<file path="src/logic/asmr_pkg.sv">
// Constants, types and carriers of the ADC status and mode register block.
package asmr_pkg;

  // ==========================================================
  // Register select codes and reset values
  localparam logic [2:0] SEL_COMM_STATUS = 3'h0;
  localparam logic [2:0] SEL_MODE = 3'h1;
  localparam logic [7:0] STATUS_RESET = 8'h80;
  localparam logic [15:0] MODE_RESET = 16'h000a;
  localparam logic [15:0] MODE_KEEP_MASK = 16'he0cf;
  localparam logic [2:0] MODE_CONTINUOUS = 3'h0;

  // ==========================================================
  // Communications byte field positions
  localparam int unsigned COMM_WEN_BIT = 7;
  localparam int unsigned COMM_RW_BIT = 6;
  localparam int unsigned COMM_SEL_MSB = 5;
  localparam int unsigned COMM_SEL_LSB = 3;

  // ==========================================================
  // Last bit index of each transfer, counted in serial clocks
  localparam logic [3:0] COMM_LAST = 4'h7;
  localparam logic [3:0] STATUS_LAST = 4'h7;
  localparam logic [3:0] MODE_LAST = 4'hf;
  localparam logic [3:0] CNT_ZERO = 4'h0;

  // ==========================================================
  // Types
  typedef enum logic [1:0] {
    ST_COMM = 2'b00,
    ST_RD_STAT = 2'b01,
    ST_RD_MODE = 2'b10,
    ST_WR_MODE = 2'b11
  } asmr_state_t;

  typedef struct packed {
    logic [2:0] operating_mode_field;
    logic [4:0] reserved_hi;
    logic [1:0] clock_source_field;
    logic [1:0] reserved_lo;
    logic [3:0] update_rate_field;
  } asmr_mode_t;

  typedef struct packed {
    logic ready;
    logic error;
    logic [1:0] zero_bits;
    logic resolution_variant_bit;
    logic [2:0] active_input_code;
  } asmr_status_t;

  typedef struct packed {
    logic result_write;
    logic clamped;
    logic pre_update;
    logic data_read;
    logic [2:0] active_input_code;
  } asmr_conv_evt_t;

endpackage

</file>
<file path="src/logic/asmr_shifter.sv">
// Sixteen-bit shift register that serves both serial read-out and write assembly.
`timescale 1ns/1ps
module asmr_shifter #(
  parameter int unsigned WIDTH = 16
) (
  input wire logic clk_i,
  input wire logic rst_n_i,
  input wire logic load_i,
  input wire logic [WIDTH-1:0] load_val_i,
  input wire logic shift_i,
  input wire logic bit_i,
  output logic [WIDTH-1:0] word_o,
  output logic msb_o
);

  logic [WIDTH-1:0] word_reg;
  logic [WIDTH-1:0] word_next;

  // ==========================================================
  // Next value
  // A load takes priority, so a new transfer never inherits old bits.
  always_comb begin
    word_next = word_reg;
    if (load_i) begin
      word_next = load_val_i;
    end else if (shift_i) begin
      word_next = {word_reg[WIDTH-2:0], bit_i};
    end
  end

  // ==========================================================
  // Storage
  always_ff @(posedge clk_i or negedge rst_n_i) begin
    if (!rst_n_i) begin
      word_reg <= '0;
    end else begin
      word_reg <= word_next;
    end
  end

  assign word_o = word_reg;
  assign msb_o = word_reg[WIDTH-1];

endmodule

</file>
<file path="src/logic/asmr_top.sv">
// Status and mode registers of the ADC, reached over its three-wire serial port.
`timescale 1ns/1ps
module asmr_top #(
  parameter logic RESOLUTION_24 = 1'b0,
  parameter logic [2:0] PWRDN_CODE = 3'h3
) (
  input wire logic MCLK_I,
  input wire logic NRST_I,
  input wire logic SCLK_I,
  input wire logic CS_N_I,
  input wire logic DIN_I,
  input wire asmr_pkg::asmr_conv_evt_t CONV_I,
  output logic DOUT_RDY_O,
  output logic DOUT_OE_O,
  output asmr_pkg::asmr_mode_t MODE_O,
  output asmr_pkg::asmr_status_t STATUS_O,
  output logic FILTER_RESET_O,
  output logic POWER_DOWN_O
);
  import asmr_pkg::*;

  // ==========================================================
  // Helpers

  function automatic logic at_last(input logic [3:0] cnt, input logic [3:0] last);
    at_last = (cnt == last);
  endfunction

  function automatic logic [3:0] cnt_step(input logic [3:0] cnt);
    cnt_step = cnt + 4'h1;
  endfunction

  function automatic logic is_pwrdn(input logic [2:0] field);
    is_pwrdn = (field == PWRDN_CODE);
  endfunction

  function automatic logic is_read_state(input asmr_state_t st);
    is_read_state = (st == ST_RD_STAT) || (st == ST_RD_MODE);
  endfunction

  // ==========================================================
  // Declarations

  logic sclk_q_reg;
  logic sclk_q_next;
  logic sclk_rise;

  asmr_state_t state_reg;
  asmr_state_t state_next;
  logic [3:0] cnt_reg;
  logic [3:0] cnt_next;
  logic [7:0] comm_reg;
  logic [7:0] comm_next;

  logic [7:0] comm_full;
  logic comm_rd;
  logic [2:0] comm_sel;

  logic sh_load;
  logic [15:0] sh_val;
  logic sh_shift;
  logic [15:0] sh_word;
  logic sh_msb;
  logic [15:0] wr_word;
  logic mode_wr;

  asmr_status_t status_reg;
  asmr_status_t status_next;
  asmr_mode_t mode_reg;
  asmr_mode_t mode_next;

  logic filt_rst_reg;
  logic filt_rst_next;
  logic pwrdn_reg;
  logic pwrdn_next;
  logic dout_reg;
  logic dout_next;
  logic oe_reg;
  logic oe_next;

  logic ready_set;
  logic ready_clr;
  logic err_load;
  logic err_clr;

  // ==========================================================
  // Serial clock edge detection
  // The serial clock is sampled on the system clock, so it must run well
  // below the system clock rate; each rising edge is seen exactly once.

  always_comb begin
    sclk_q_next = SCLK_I;
  end

  always_ff @(posedge MCLK_I or negedge NRST_I) begin
    if (!NRST_I) begin
      sclk_q_reg <= 1'b1;
    end else begin
      sclk_q_reg <= sclk_q_next;
    end
  end

  assign sclk_rise = SCLK_I & ~sclk_q_reg;

  // ==========================================================
  // Communications byte decode

  assign comm_full = {comm_reg[6:0], DIN_I};
  assign comm_rd = comm_full[COMM_RW_BIT];
  assign comm_sel = comm_full[COMM_SEL_MSB:COMM_SEL_LSB];
  assign wr_word = {sh_word[14:0], DIN_I};

  // ==========================================================
  // Transfer sequencer
  // Every transfer starts with a communications byte. Its first bit must
  // be zero; a one there is ignored and the port waits at that bit.
  // Select codes other than status and mode belong to other register
  // blocks, so this port just returns to waiting for a command.

  always_comb begin
    state_next = state_reg;
    cnt_next = cnt_reg;
    comm_next = comm_reg;
    sh_load = 1'b0;
    sh_val = '0;
    sh_shift = 1'b0;
    mode_wr = 1'b0;
    if (CS_N_I) begin
      state_next = ST_COMM;
      cnt_next = CNT_ZERO;
    end else if (sclk_rise) begin
      unique case (state_reg)
        ST_COMM: begin
          if ((cnt_reg == CNT_ZERO) && DIN_I) begin
            cnt_next = CNT_ZERO;
          end else if (at_last(cnt_reg, COMM_LAST)) begin
            cnt_next = CNT_ZERO;
            if (comm_rd && (comm_sel == SEL_COMM_STATUS)) begin
              state_next = ST_RD_STAT;
              sh_load = 1'b1;
              sh_val = {status_reg, 8'h00};
            end else if (comm_rd && (comm_sel == SEL_MODE)) begin
              state_next = ST_RD_MODE;
              sh_load = 1'b1;
              sh_val = mode_reg;
            end else if (!comm_rd && (comm_sel == SEL_MODE)) begin
              state_next = ST_WR_MODE;
            end else begin
              state_next = ST_COMM;
            end
            comm_next = comm_full;
          end else begin
            cnt_next = cnt_step(cnt_reg);
            comm_next = comm_full;
          end
        end
        ST_RD_STAT: begin
          sh_shift = 1'b1;
          if (at_last(cnt_reg, STATUS_LAST)) begin
            state_next = ST_COMM;
            cnt_next = CNT_ZERO;
          end else begin
            cnt_next = cnt_step(cnt_reg);
          end
        end
        ST_RD_MODE: begin
          sh_shift = 1'b1;
          if (at_last(cnt_reg, MODE_LAST)) begin
            state_next = ST_COMM;
            cnt_next = CNT_ZERO;
          end else begin
            cnt_next = cnt_step(cnt_reg);
          end
        end
        ST_WR_MODE: begin
          sh_shift = 1'b1;
          if (at_last(cnt_reg, MODE_LAST)) begin
            state_next = ST_COMM;
            cnt_next = CNT_ZERO;
            mode_wr = 1'b1;
          end else begin
            cnt_next = cnt_step(cnt_reg);
          end
        end
      endcase
    end
  end

  always_ff @(posedge MCLK_I or negedge NRST_I) begin
    if (!NRST_I) begin
      state_reg <= ST_COMM;
      cnt_reg <= CNT_ZERO;
      comm_reg <= 8'h00;
    end else begin
      state_reg <= state_next;
      cnt_reg <= cnt_next;
      comm_reg <= comm_next;
    end
  end

  // ==========================================================
  // Shared shift register
  // One register carries read data out and write data in, since a
  // transfer is only ever one or the other.

  asmr_shifter #(
    .WIDTH(16)
  ) u_shifter (
    .clk_i(MCLK_I),
    .rst_n_i(NRST_I),
    .load_i(sh_load),
    .load_val_i(sh_val),
    .shift_i(sh_shift),
    .bit_i(DIN_I),
    .word_o(sh_word),
    .msb_o(sh_msb)
  );

  // ==========================================================
  // Flag events
  // Every event that moves ready or error is decoded here, so the
  // set-over-clear priority of the status register sits in one place.
  // A power-down write sets ready on its own account, so the flag stays
  // right even if the plain write side effect is ever narrowed.

  always_comb begin
    ready_clr = CONV_I.result_write;
    ready_set = CONV_I.data_read || CONV_I.pre_update;
    err_load = CONV_I.result_write;
    err_clr = 1'b0;
    if (mode_wr) begin
      ready_set = 1'b1;
      err_clr = 1'b1;
    end
    if (mode_wr && is_pwrdn(wr_word[15:13])) begin
      ready_set = 1'b1;
    end
  end

  // ==========================================================
  // Status register
  // No serial write reaches this register, and reading it only copies it
  // into the shift register, so reads leave the flags alone.

  always_comb begin
    status_next = status_reg;
    status_next.zero_bits = 2'h0;
    status_next.resolution_variant_bit = RESOLUTION_24;
    status_next.active_input_code = CONV_I.active_input_code;
    // A result and a set event in the same cycle leave ready set, so the
    // host is never told to read data that is about to change.
    if (err_load) begin
      status_next.error = CONV_I.clamped;
    end else if (err_clr) begin
      status_next.error = 1'b0;
    end
    if (ready_clr) begin
      status_next.ready = 1'b0;
    end
    if (ready_set) begin
      status_next.ready = 1'b1;
    end
  end

  always_ff @(posedge MCLK_I or negedge NRST_I) begin
    if (!NRST_I) begin
      status_reg <= STATUS_RESET;
    end else begin
      status_reg <= status_next;
    end
  end

  // ==========================================================
  // Mode register
  // Reserved bits are dropped on write, so a host that breaks the
  // zero-write convention still reads back only the defined fields.

  always_comb begin
    mode_next = mode_reg;
    if (mode_wr) begin
      mode_next = wr_word & MODE_KEEP_MASK;
    end
  end

  always_ff @(posedge MCLK_I or negedge NRST_I) begin
    if (!NRST_I) begin
      mode_reg <= MODE_RESET;
    end else begin
      mode_reg <= mode_next;
    end
  end

  // ==========================================================
  // Conversion path controls

  always_comb begin
    filt_rst_next = mode_wr;
    pwrdn_next = is_pwrdn(mode_next.operating_mode_field);
  end

  always_ff @(posedge MCLK_I or negedge NRST_I) begin
    if (!NRST_I) begin
      filt_rst_reg <= 1'b0;
      pwrdn_reg <= 1'b0;
    end else begin
      filt_rst_reg <= filt_rst_next;
      pwrdn_reg <= pwrdn_next;
    end
  end

  // ==========================================================
  // Serial output pin
  // Outside a read the pin shows the ready flag, so a host may poll the
  // pin instead of reading status. Data lags a rising serial edge by two
  // system clocks, which the host sees well before its next rising edge.

  always_comb begin
    if (is_read_state(state_reg)) begin
      dout_next = sh_msb;
    end else begin
      dout_next = status_reg.ready;
    end
    oe_next = ~CS_N_I;
  end

  always_ff @(posedge MCLK_I or negedge NRST_I) begin
    if (!NRST_I) begin
      dout_reg <= 1'b1;
      oe_reg <= 1'b0;
    end else begin
      dout_reg <= dout_next;
      oe_reg <= oe_next;
    end
  end

  // ==========================================================
  // Outputs

  assign DOUT_RDY_O = dout_reg;
  assign DOUT_OE_O = oe_reg;
  assign MODE_O = mode_reg;
  assign STATUS_O = status_reg;
  assign FILTER_RESET_O = filt_rst_reg;
  assign POWER_DOWN_O = pwrdn_reg;

endmodule

</file>
<file path="config.mk">
export PLATFORM = sky130hd
export DESIGN_NAME = asmr_top
export DESIGN_NICKNAME = d
export VERILOG_FILES = /design/src/logic/asmr_pkg.sv /design/src/logic/asmr_shifter.sv /design/src/logic/asmr_top.sv
export SDC_FILE = /design/constraint.sdc
export NUM_CORES = 1
export LEC_CHECK = 0
export ABC_AREA = 0
export BUFFER_PORTS_ARGS = -buffer_cell sky130_fd_sc_hd__buf_2
export CORE_MARGIN = 2
export CORE_UTILIZATION = 49
export CTS_CLUSTER_SIZE = 25
export DETAILED_ROUTE_END_ITERATION = 7
export PLACE_DENSITY = 0.71
export SYNTH_ARGS = -nofsm -noshare
export SYNTH_HDL_FRONTEND = slang
export SYNTH_SLANG_ARGS = --single-unit
</file>
<file path="constraint.sdc">
create_clock -name MCLK_I -period 2.33 [get_ports MCLK_I]
set_clock_uncertainty 0.05 [all_clocks]
set_input_delay 0.1165 -clock MCLK_I [delete_from_list [all_inputs] [get_ports MCLK_I]]
set_output_delay 0.1165 -clock MCLK_I [all_outputs]
set_load 0.02 [all_outputs]
</file>
==> impl_metrics.xml, run 1 <==
<?xml version="1.0" encoding="UTF-8"?>
<metrics>
  <group name="worst_setup_path">
    <metric name="timing.setup.critical_path_class" unit="">reg2reg</metric>
    <metric name="timing.critical_path.from_type" unit="">register</metric>
    <metric name="critical_path_sink_type" unit="">register</metric>
    <metric name="cp_data_arrival_time" unit="ps">2320</metric>
    <metric name="worst_ep_required_time" unit="ps">2460</metric>
    <metric name="crit_fanout" unit="">13</metric>
  </group>
  <group name="yosys">
    <metric name="synth.lib_cells_used.distinct" unit="">45</metric>
    <metric name="ys_warn_count" unit="">0</metric>
    <metric name="synth_edf_count" unit="">0</metric>
    <metric name="post-synth-top-area-cell" unit="">sky130_fd_sc_hd__dfrtp_1</metric>
    <metric name="netlist_instances" unit="">220</metric>
    <metric name="synthesis.area" unit="sq um">2270</metric>
    <metric name="synth_largest_type_area_fraction" unit="%">46.3</metric>
    <metric name="syn-mean-instance-area" unit="sq um">10.3</metric>
    <metric name="yosys-top-cells-area" unit="">sky130_fd_sc_hd__dfrtp_1 (46%), sky130_fd_sc_hd__and3_1 (6.1%), sky130_fd_sc_hd__dfstp_2 (5.8%), sky130_fd_sc_hd__nand2_1 (5.8%), sky130_fd_sc_hd__a211o_1 (4.2%)</metric>
    <metric name="synth_ff_type" unit="">sky130_fd_sc_hd__dfrtp_1</metric>
    <metric name="synthArstFlopShare" unit="%">100</metric>
    <metric name="yosysSeqAreaShare" unit="%">52.1</metric>
    <metric name="postSynthRegisterBits" unit="">47</metric>
  </group>
  <group name="floorplan">
    <metric name="floorplan.initialDensity" unit="%">51.4</metric>
    <metric name="core_area" unit="sq um">4410</metric>
    <metric name="rows" unit="">24</metric>
    <metric name="horiz_die_dim" unit="microns">72.1</metric>
    <metric name="floorplan.io_pins" unit="">40</metric>
    <metric name="die_height" unit="microns">72.1</metric>
    <metric name="die_area" unit="sq um">5190</metric>
  </group>
  <group name="worst_hold_path">
    <metric name="worstHoldPathType" unit="">in2reg</metric>
  </group>
  <group name="timing">
    <metric name="period_minus_slack" unit="ps">2180</metric>
    <metric name="fin_tns_setup" unit="ps">0</metric>
    <metric name="maxSlewViolCount" unit="">0</metric>
    <metric name="timing.final.hold_violations" unit="">0</metric>
    <metric name="final_cycle_utilization_of_the_critical_path" unit="%">93.7</metric>
    <metric name="max_freq" unit="GHz">0.458</metric>
    <metric name="report.final.setup_viol" unit="">0</metric>
    <metric name="unrepaired_setup_endpoints_after_global_routing" unit="">no</metric>
  </group>
  <group name="pwr">
    <metric name="power-per-cell-area" unit="nW/um^2">607</metric>
    <metric name="switching_power" unit="W">0.000437</metric>
    <metric name="swShare" unit="%">26.9</metric>
    <metric name="power_frac_clock" unit="%">32.3</metric>
    <metric name="max-vdd-ir-drop" unit="V">0.000445</metric>
    <metric name="share_comb_of_total_power" unit="%">11.6</metric>
    <metric name="internal" unit="W">0.00119</metric>
    <metric name="p_leak" unit="nW">1.49</metric>
    <metric name="seq_power_share" unit="%">56.1</metric>
  </group>
  <group name="routing">
    <metric name="drcViolationCount" unit="">0</metric>
    <metric name="detailroute.via_count" unit="">1723</metric>
    <metric name="ant_nets" unit="">0</metric>
    <metric name="first_iter_violations" unit="">95</metric>
    <metric name="detailed_route_vias_per_instance" unit="">5.42</metric>
    <metric name="postRouteWirelength" unit="microns">4550</metric>
    <metric name="detailedRoute.firstPassIterationCount" unit="">4</metric>
    <metric name="wl_per_cell" unit="microns">14.3</metric>
  </group>
  <group name="global_route">
    <metric name="grt_first_pass_wirelength" unit="microns">7750</metric>
    <metric name="vias_in_the_first_global_route" unit="">1682</metric>
    <metric name="globalRouteOverflowTotal" unit="">0</metric>
    <metric name="grt_max_degree" unit="">20</metric>
    <metric name="globalRouteTotalUtil" unit="%">19.4</metric>
    <metric name="antenna_found_initial" unit="">0</metric>
  </group>
  <group name="final_layout">
    <metric name="layout_cell_share_with_drive_strength_beyond_1" unit="%">23.3</metric>
    <metric name="syn2layout_area_growth" unit="%">17.9</metric>
    <metric name="nets" unit="">284</metric>
    <metric name="post-route-cell-area" unit="sq um">2680</metric>
    <metric name="diodes" unit="">0</metric>
    <metric name="final.fill_count" unit="">412</metric>
    <metric name="largest_register_ff_count" unit="">16</metric>
    <metric name="commonest_cells_after_routing_fill_and_taps_aside" unit="">sky130_fd_sc_hd__dfrtp_1 (42), sky130_fd_sc_hd__nand2_1 (35), sky130_fd_sc_hd__buf_2 (29)</metric>
    <metric name="mostFrequentLayoutCell" unit="">sky130_fd_sc_hd__dfrtp_1</metric>
    <metric name="finish.cell_count_without_fillers" unit="">318</metric>
  </group>
  <group name="cts">
    <metric name="clock_sinks" unit="">47</metric>
    <metric name="cts-htree-levels" unit="">2</metric>
    <metric name="post_cts.repair.setup_buffers" unit="">0</metric>
    <metric name="clock_insertion_delay_worst_skew" unit="ps">300</metric>
    <metric name="numCtsBuffers" unit="">5</metric>
    <metric name="cts_tree" unit="">done</metric>
    <metric name="clock_path_buffers" unit="">2</metric>
    <metric name="path_clk_slew" unit="ps">90</metric>
    <metric name="clock-root-buffer" unit="">sky130_fd_sc_hd__clkbuf_8</metric>
  </group>
  <group name="place">
    <metric name="placed_cells_incl_taps" unit="">300</metric>
    <metric name="dpl.hpwl" unit="microns">3150</metric>
    <metric name="detailed_place.area" unit="sq um">2470</metric>
    <metric name="buffer_ports.inserted" unit="">29</metric>
    <metric name="place_congestion" unit="">0.797</metric>
  </group>
  <group name="outcome">
    <metric name="status" unit="">finished, final reports clean</metric>
  </group>
  <group name="flow_run">
    <metric name="drv_cap" unit="">0</metric>
  </group>
</metrics>
-- cells in the mapped netlist, types with 2 or more instances --
library cell / instances
sky130_fd_sc_hd__nor2b_1: 2
sky130_fd_sc_hd__ha_1: 7
sky130_fd_sc_hd__nand2_1: 35
sky130_fd_sc_hd__a21oi_1: 6
sky130_fd_sc_hd__dfstp_2: 5
sky130_fd_sc_hd__buf_4: 10
sky130_fd_sc_hd__nor3_1: 7
sky130_fd_sc_hd__buf_2: 2
sky130_fd_sc_hd__o21ai_0: 4
sky130_fd_sc_hd__mux2_2: 4
sky130_fd_sc_hd__mux2i_1: 7
sky130_fd_sc_hd__and3_1: 22
sky130_fd_sc_hd__o211ai_1: 2
sky130_fd_sc_hd__nor2_1: 12
sky130_fd_sc_hd__clkbuf_1: 6
sky130_fd_sc_hd__a22o_1: 2
sky130_fd_sc_hd__dfrtp_1: 42
sky130_fd_sc_hd__inv_1: 8
sky130_fd_sc_hd__a211o_1: 11
-- layout make-up --
type	instances	area [sq um]	area share (%)
clock buffers	6	82.6	3.09
clock inverters	2	16.3	0.608
well taps	52	65.1	2.43
multi-input cells	154	980	36.6
inverters	8	30.0	1.12
flip-flops and latches	47	1180	44.2
repair buffers	49	320	12.0
-- through the flow --
stage	power, W	hold slack [ps]	utilization (%)	setup slack, ps
floorplan	0.00104	-229	-	238
detailed placement	0.00110	3.10	56.0	170
global placement	0.00110	-8.66	56.0	218
CTS	0.00164	1.43	60.5	147
finish	0.00162	11.6	60.6	146
global route	0.00171	17.1	60.6	64.1
-- routing by layer --
| layer | routed length (microns) | up-vias | global-route usage, % |
|---|---|---|---|
| met5 | 0 | - | 0 |
| met1 | 2110 | 838 | 26.7 |
| met2 | 2160 | 46 | 31.0 |
| li1 | - | 835 | - |
| met3 | 210 | 4 | 3.89 |
| met4 | 57 | 0 | 6.29 |
-- critical path, cell delays in order, from the launching register on --
cell	delay (ps)
sky130_fd_sc_hd__dfrtp_1	430
sky130_fd_sc_hd__inv_1	80
sky130_fd_sc_hd__ha_1	190
sky130_fd_sc_hd__and4bb_2	270
sky130_fd_sc_hd__or4_4	600
sky130_fd_sc_hd__and3_1	210
sky130_fd_sc_hd__a211o_1	250
-- power groups by stage --
stage	clock (W)	combinational, W	sequential [W]
CTS	0.000535	0.000190	0.000911
global placement	0	0.000173	0.000925
floorplan	0	0.000135	0.000906
global route	0.000576	0.000209	0.000919
detailed placement	0	0.000177	0.000927
finish	0.000524	0.000189	0.000911
-- repair_timing --
action | in CTS | in global routing
hold buffers | 10 | 0
endpoints found under the hold margin | 20 | 0
resized for setup | 0 | 1
endpoints found under the setup margin | 0 | 1
-- worst paths after layout --
kind | from | end | slack (ps) | cells after the start
max in group asynchronous | NRST_I | MODE_O[3] | 1380 | 3
min in group asynchronous | NRST_I | POWER_DOWN_O | 200 | 2
worst min-delay path | DIN_I | MODE_O[0] | 10 | 3
worst max register to register | cnt_reg[0] | u_shifter.word_o[10] | 150 | 6
worst min register to register | MODE_O[1] | MODE_O[1] | 420 | 2
worst max-delay path | cnt_reg[0] | u_shifter.word_o[10] | 150 | 6
-- cell families (layout without fill, tap and decap cells) --
family	Yosys count	in the layout	synth area share [%]
mux	11	11	5.07
other cells	1	10	0.165
xor+xnor	1	1	0.386
compound gates	31	31	10.1
buf+inv	28	65	6.73
fa+ha+maj	7	7	3.86
simple gates	94	94	21.6
flops	47	47	52.1
Power figures use the tool's default switching activity.
==> run 2: changes to the inputs <==
--- a/config.mk
+++ b/config.mk
@@ -6,12 +6,12 @@
 export NUM_CORES = 1
 export LEC_CHECK = 0
 export ABC_AREA = 0
-export BUFFER_PORTS_ARGS = -buffer_cell sky130_fd_sc_hd__buf_2
 export CORE_MARGIN = 2
 export CORE_UTILIZATION = 49
 export CTS_CLUSTER_SIZE = 25
 export DETAILED_ROUTE_END_ITERATION = 7
-export PLACE_DENSITY = 0.71
+export DONT_BUFFER_PORTS = 1
+export SLEW_MARGIN = 0
 export SYNTH_ARGS = -nofsm -noshare
 export SYNTH_HDL_FRONTEND = slang
 export SYNTH_SLANG_ARGS = --single-unit
==> run 2 against run 1 <==
Die area is the same. Non-clock buffer count shrank 32. Design area shrank 5.7%. Cell count shrank 10%. Hold slack lost 1.0 ps. First-iteration DRC count is the same. Clock power shrank 0.8%. Highest routed layer unchanged.
==> impl_metrics.xml, run 2 (synthesized netlist as in run 1, its figures left out) <==
<?xml version="1.0" encoding="UTF-8"?>
<metrics>
  <group name="timing">
    <metric name="maxSlewViolCount" unit="">0</metric>
    <metric name="timing.final.hold_violations" unit="">0</metric>
    <metric name="period_minus_slack" unit="ps">2180</metric>
    <metric name="fin_tns_setup" unit="ps">0</metric>
    <metric name="timing.final.ws_setup" unit="ps">146</metric>
    <metric name="report.final.setup_viol" unit="">0</metric>
    <metric name="slew-limit-headroom" unit="%">46.8</metric>
    <metric name="unrepaired_setup_endpoints_after_global_routing" unit="">no</metric>
    <metric name="tightest_slew" unit="ps">795</metric>
    <metric name="max_freq" unit="GHz">0.458</metric>
    <metric name="final_cycle_utilization_of_the_critical_path" unit="%">93.8</metric>
    <metric name="holdWs" unit="ps">10.5</metric>
  </group>
  <group name="cts">
    <metric name="cts_tree" unit="">done</metric>
    <metric name="clock_sinks" unit="">47</metric>
    <metric name="clock_path_buffers" unit="">2</metric>
    <metric name="clock_insertion_delay_worst_skew" unit="ps">300</metric>
    <metric name="cts-htree-levels" unit="">2</metric>
    <metric name="clock-root-buffer" unit="">sky130_fd_sc_hd__clkbuf_8</metric>
    <metric name="path_clk_slew" unit="ps">90</metric>
    <metric name="numCtsBuffers" unit="">5</metric>
    <metric name="postCtsResizedCells" unit="">0</metric>
  </group>
  <group name="worst_hold_path">
    <metric name="min_delay_path_depth" unit="">2</metric>
    <metric name="worstHoldPathType" unit="">in2reg</metric>
    <metric name="hold_path_end" unit="">u_shifter.word_o[0]</metric>
    <metric name="hold_path.startpoint" unit="">DIN_I</metric>
  </group>
  <group name="final_layout">
    <metric name="commonest_cells_after_routing_fill_and_taps_aside" unit="">sky130_fd_sc_hd__dfrtp_1 (42), sky130_fd_sc_hd__nand2_1 (35), sky130_fd_sc_hd__and3_1 (22)</metric>
    <metric name="nets" unit="">252</metric>
    <metric name="diodes" unit="">0</metric>
    <metric name="layout_cell_share_with_drive_strength_beyond_1" unit="%">12.0</metric>
    <metric name="mostFrequentLayoutCell" unit="">sky130_fd_sc_hd__dfrtp_1</metric>
    <metric name="largest_register_ff_count" unit="">16</metric>
    <metric name="syn2layout_area_growth" unit="%">11.2</metric>
  </group>
  <group name="place">
    <metric name="place_congestion" unit="">0.778</metric>
    <metric name="dpl.hpwl" unit="microns">3160</metric>
    <metric name="place_worst_setup_slack" unit="ps">165</metric>
    <metric name="buffer_ports.inserted" unit="">0</metric>
  </group>
  <group name="global_route">
    <metric name="antenna_found_initial" unit="">0</metric>
    <metric name="globalRouteOverflowTotal" unit="">0</metric>
    <metric name="vias_in_the_first_global_route" unit="">1605</metric>
    <metric name="grt_max_degree" unit="">48</metric>
    <metric name="globalRouteTotalUtil" unit="%">19.9</metric>
    <metric name="grt_first_pass_wirelength" unit="microns">7780</metric>
  </group>
  <group name="worst_setup_path">
    <metric name="timing.critical_path.from_type" unit="">register</metric>
    <metric name="cp_data_arrival_time" unit="ps">2330</metric>
    <metric name="crit_fanout" unit="">13</metric>
    <metric name="worst_r2r_endpoint" unit="">u_shifter.word_o[13]</metric>
    <metric name="worst_ep_required_time" unit="ps">2470</metric>
    <metric name="reg2regPathDepth" unit="">6</metric>
    <metric name="timing.reg2reg.setup_slack" unit="ps">150</metric>
    <metric name="timing.rr.start" unit="">cnt_reg[0]</metric>
    <metric name="critical_path_sink_type" unit="">register</metric>
    <metric name="timing.setup.critical_path_class" unit="">reg2reg</metric>
  </group>
  <group name="pwr">
    <metric name="share_comb_of_total_power" unit="%">10.4</metric>
    <metric name="power_frac_clock" unit="%">32.3</metric>
    <metric name="internal" unit="W">0.00118</metric>
    <metric name="p_leak" unit="nW">1.36</metric>
    <metric name="power-per-cell-area" unit="nW/um^2">638</metric>
    <metric name="switching_power" unit="W">0.000430</metric>
    <metric name="power" unit="W">0.00161</metric>
    <metric name="swShare" unit="%">26.7</metric>
    <metric name="seq_power_share" unit="%">57.3</metric>
    <metric name="max-vdd-ir-drop" unit="V">0.000382</metric>
  </group>
  <group name="outcome">
    <metric name="status" unit="">finished, final reports clean</metric>
  </group>
  <group name="routing">
    <metric name="ant_nets" unit="">0</metric>
    <metric name="detailroute.via_count" unit="">1617</metric>
    <metric name="detailedRoute.firstPassIterationCount" unit="">4</metric>
    <metric name="detailed_route_vias_per_instance" unit="">5.65</metric>
    <metric name="first_iter_violations" unit="">95</metric>
    <metric name="wl_per_cell" unit="microns">16.1</metric>
    <metric name="drcViolationCount" unit="">0</metric>
    <metric name="postRouteWirelength" unit="microns">4620</metric>
  </group>
  <group name="floorplan">
    <metric name="floorplan.initialDensity" unit="%">51.4</metric>
    <metric name="die_height" unit="microns">72.1</metric>
    <metric name="die_area" unit="sq um">5190</metric>
    <metric name="horiz_die_dim" unit="microns">72.1</metric>
    <metric name="rows" unit="">24</metric>
    <metric name="core_area" unit="sq um">4410</metric>
    <metric name="floorplan.io_pins" unit="">40</metric>
  </group>
  <group name="flow_run">
    <metric name="drv_cap" unit="">0</metric>
  </group>
</metrics>
-- run 2: cell types whose count changed in the layout (fill, tap and decap cells not counted), sizes merged --
cell / delta
dlygate4sd3: +1
inv: +1
buf: -33
clkinvlp: -1
-- run 2: worst max-delay path: stages (launching register included) --
cell,delay [ps]
sky130_fd_sc_hd__dfrtp_1,420
sky130_fd_sc_hd__inv_1,90
sky130_fd_sc_hd__ha_1,190
sky130_fd_sc_hd__and4bb_2,270
sky130_fd_sc_hd__or4_4,610
sky130_fd_sc_hd__and3_1,200
sky130_fd_sc_hd__a211o_1,250
-- run 2: repair_timing --
action | CTS | global route
setup buffers | 0 | 0
endpoints found under the hold margin | 60 | 0
hold buffers | 12 | 0
-- run 2: layer usage --
metal	share of wire [%]	wire length [microns]	GRT usage (%)
met1	46	2120	25.2
met2	48	2220	32.9
met3	4.4	201	4.86
met4	1.5	67	7.76
met5	0	0	0
-- run 2: cell type report --
class | count | area (sq um)
clock inverters | 2 | 13.8
repair buffers | 17 | 175
inverters | 8 | 30.0
well taps | 52 | 65.1
multi-input cells | 154 | 975
flip-flops and latches | 47 | 1180
fillers | 396 | 1890
clock buffers | 6 | 82.6
-- run 2: power by group through the flow --
stage,clock (W),combinational [W],sequential (W)
after floorplan,0,0.000135,0.000906
after global placement,0,0.000126,0.000938
after detailed placement,0,0.000129,0.000940
after CTS,0.000541,0.000170,0.000924
after global routing,0.000574,0.000188,0.000930
final,0.000520,0.000167,0.000922
-- run 2: stage by stage --
stage,util (%),instances,instance area [sq um]
3_3_place_gp,51.9,266,2290
6_report,57.2,286,2520
5_1_grt,57.2,286,2520
3_5_place_dp,51.9,266,2290
4_1_cts,57.2,286,2520
2_1_floorplan,-,229,2300
-- run 2: worst max-delay path by stage --
stage           startpoint                    to  depth (start not counted)
2_1_floorplan  comm_reg[3]  u_shifter.word_o[10]                          6
3_3_place_gp    cnt_reg[0]  u_shifter.word_o[13]                          6
6_report        cnt_reg[0]  u_shifter.word_o[13]                          6
4_1_cts         cnt_reg[0]  u_shifter.word_o[13]                          6
5_1_grt         cnt_reg[0]  u_shifter.word_o[13]                          6
3_5_place_dp    cnt_reg[0]  u_shifter.word_o[13]                          6
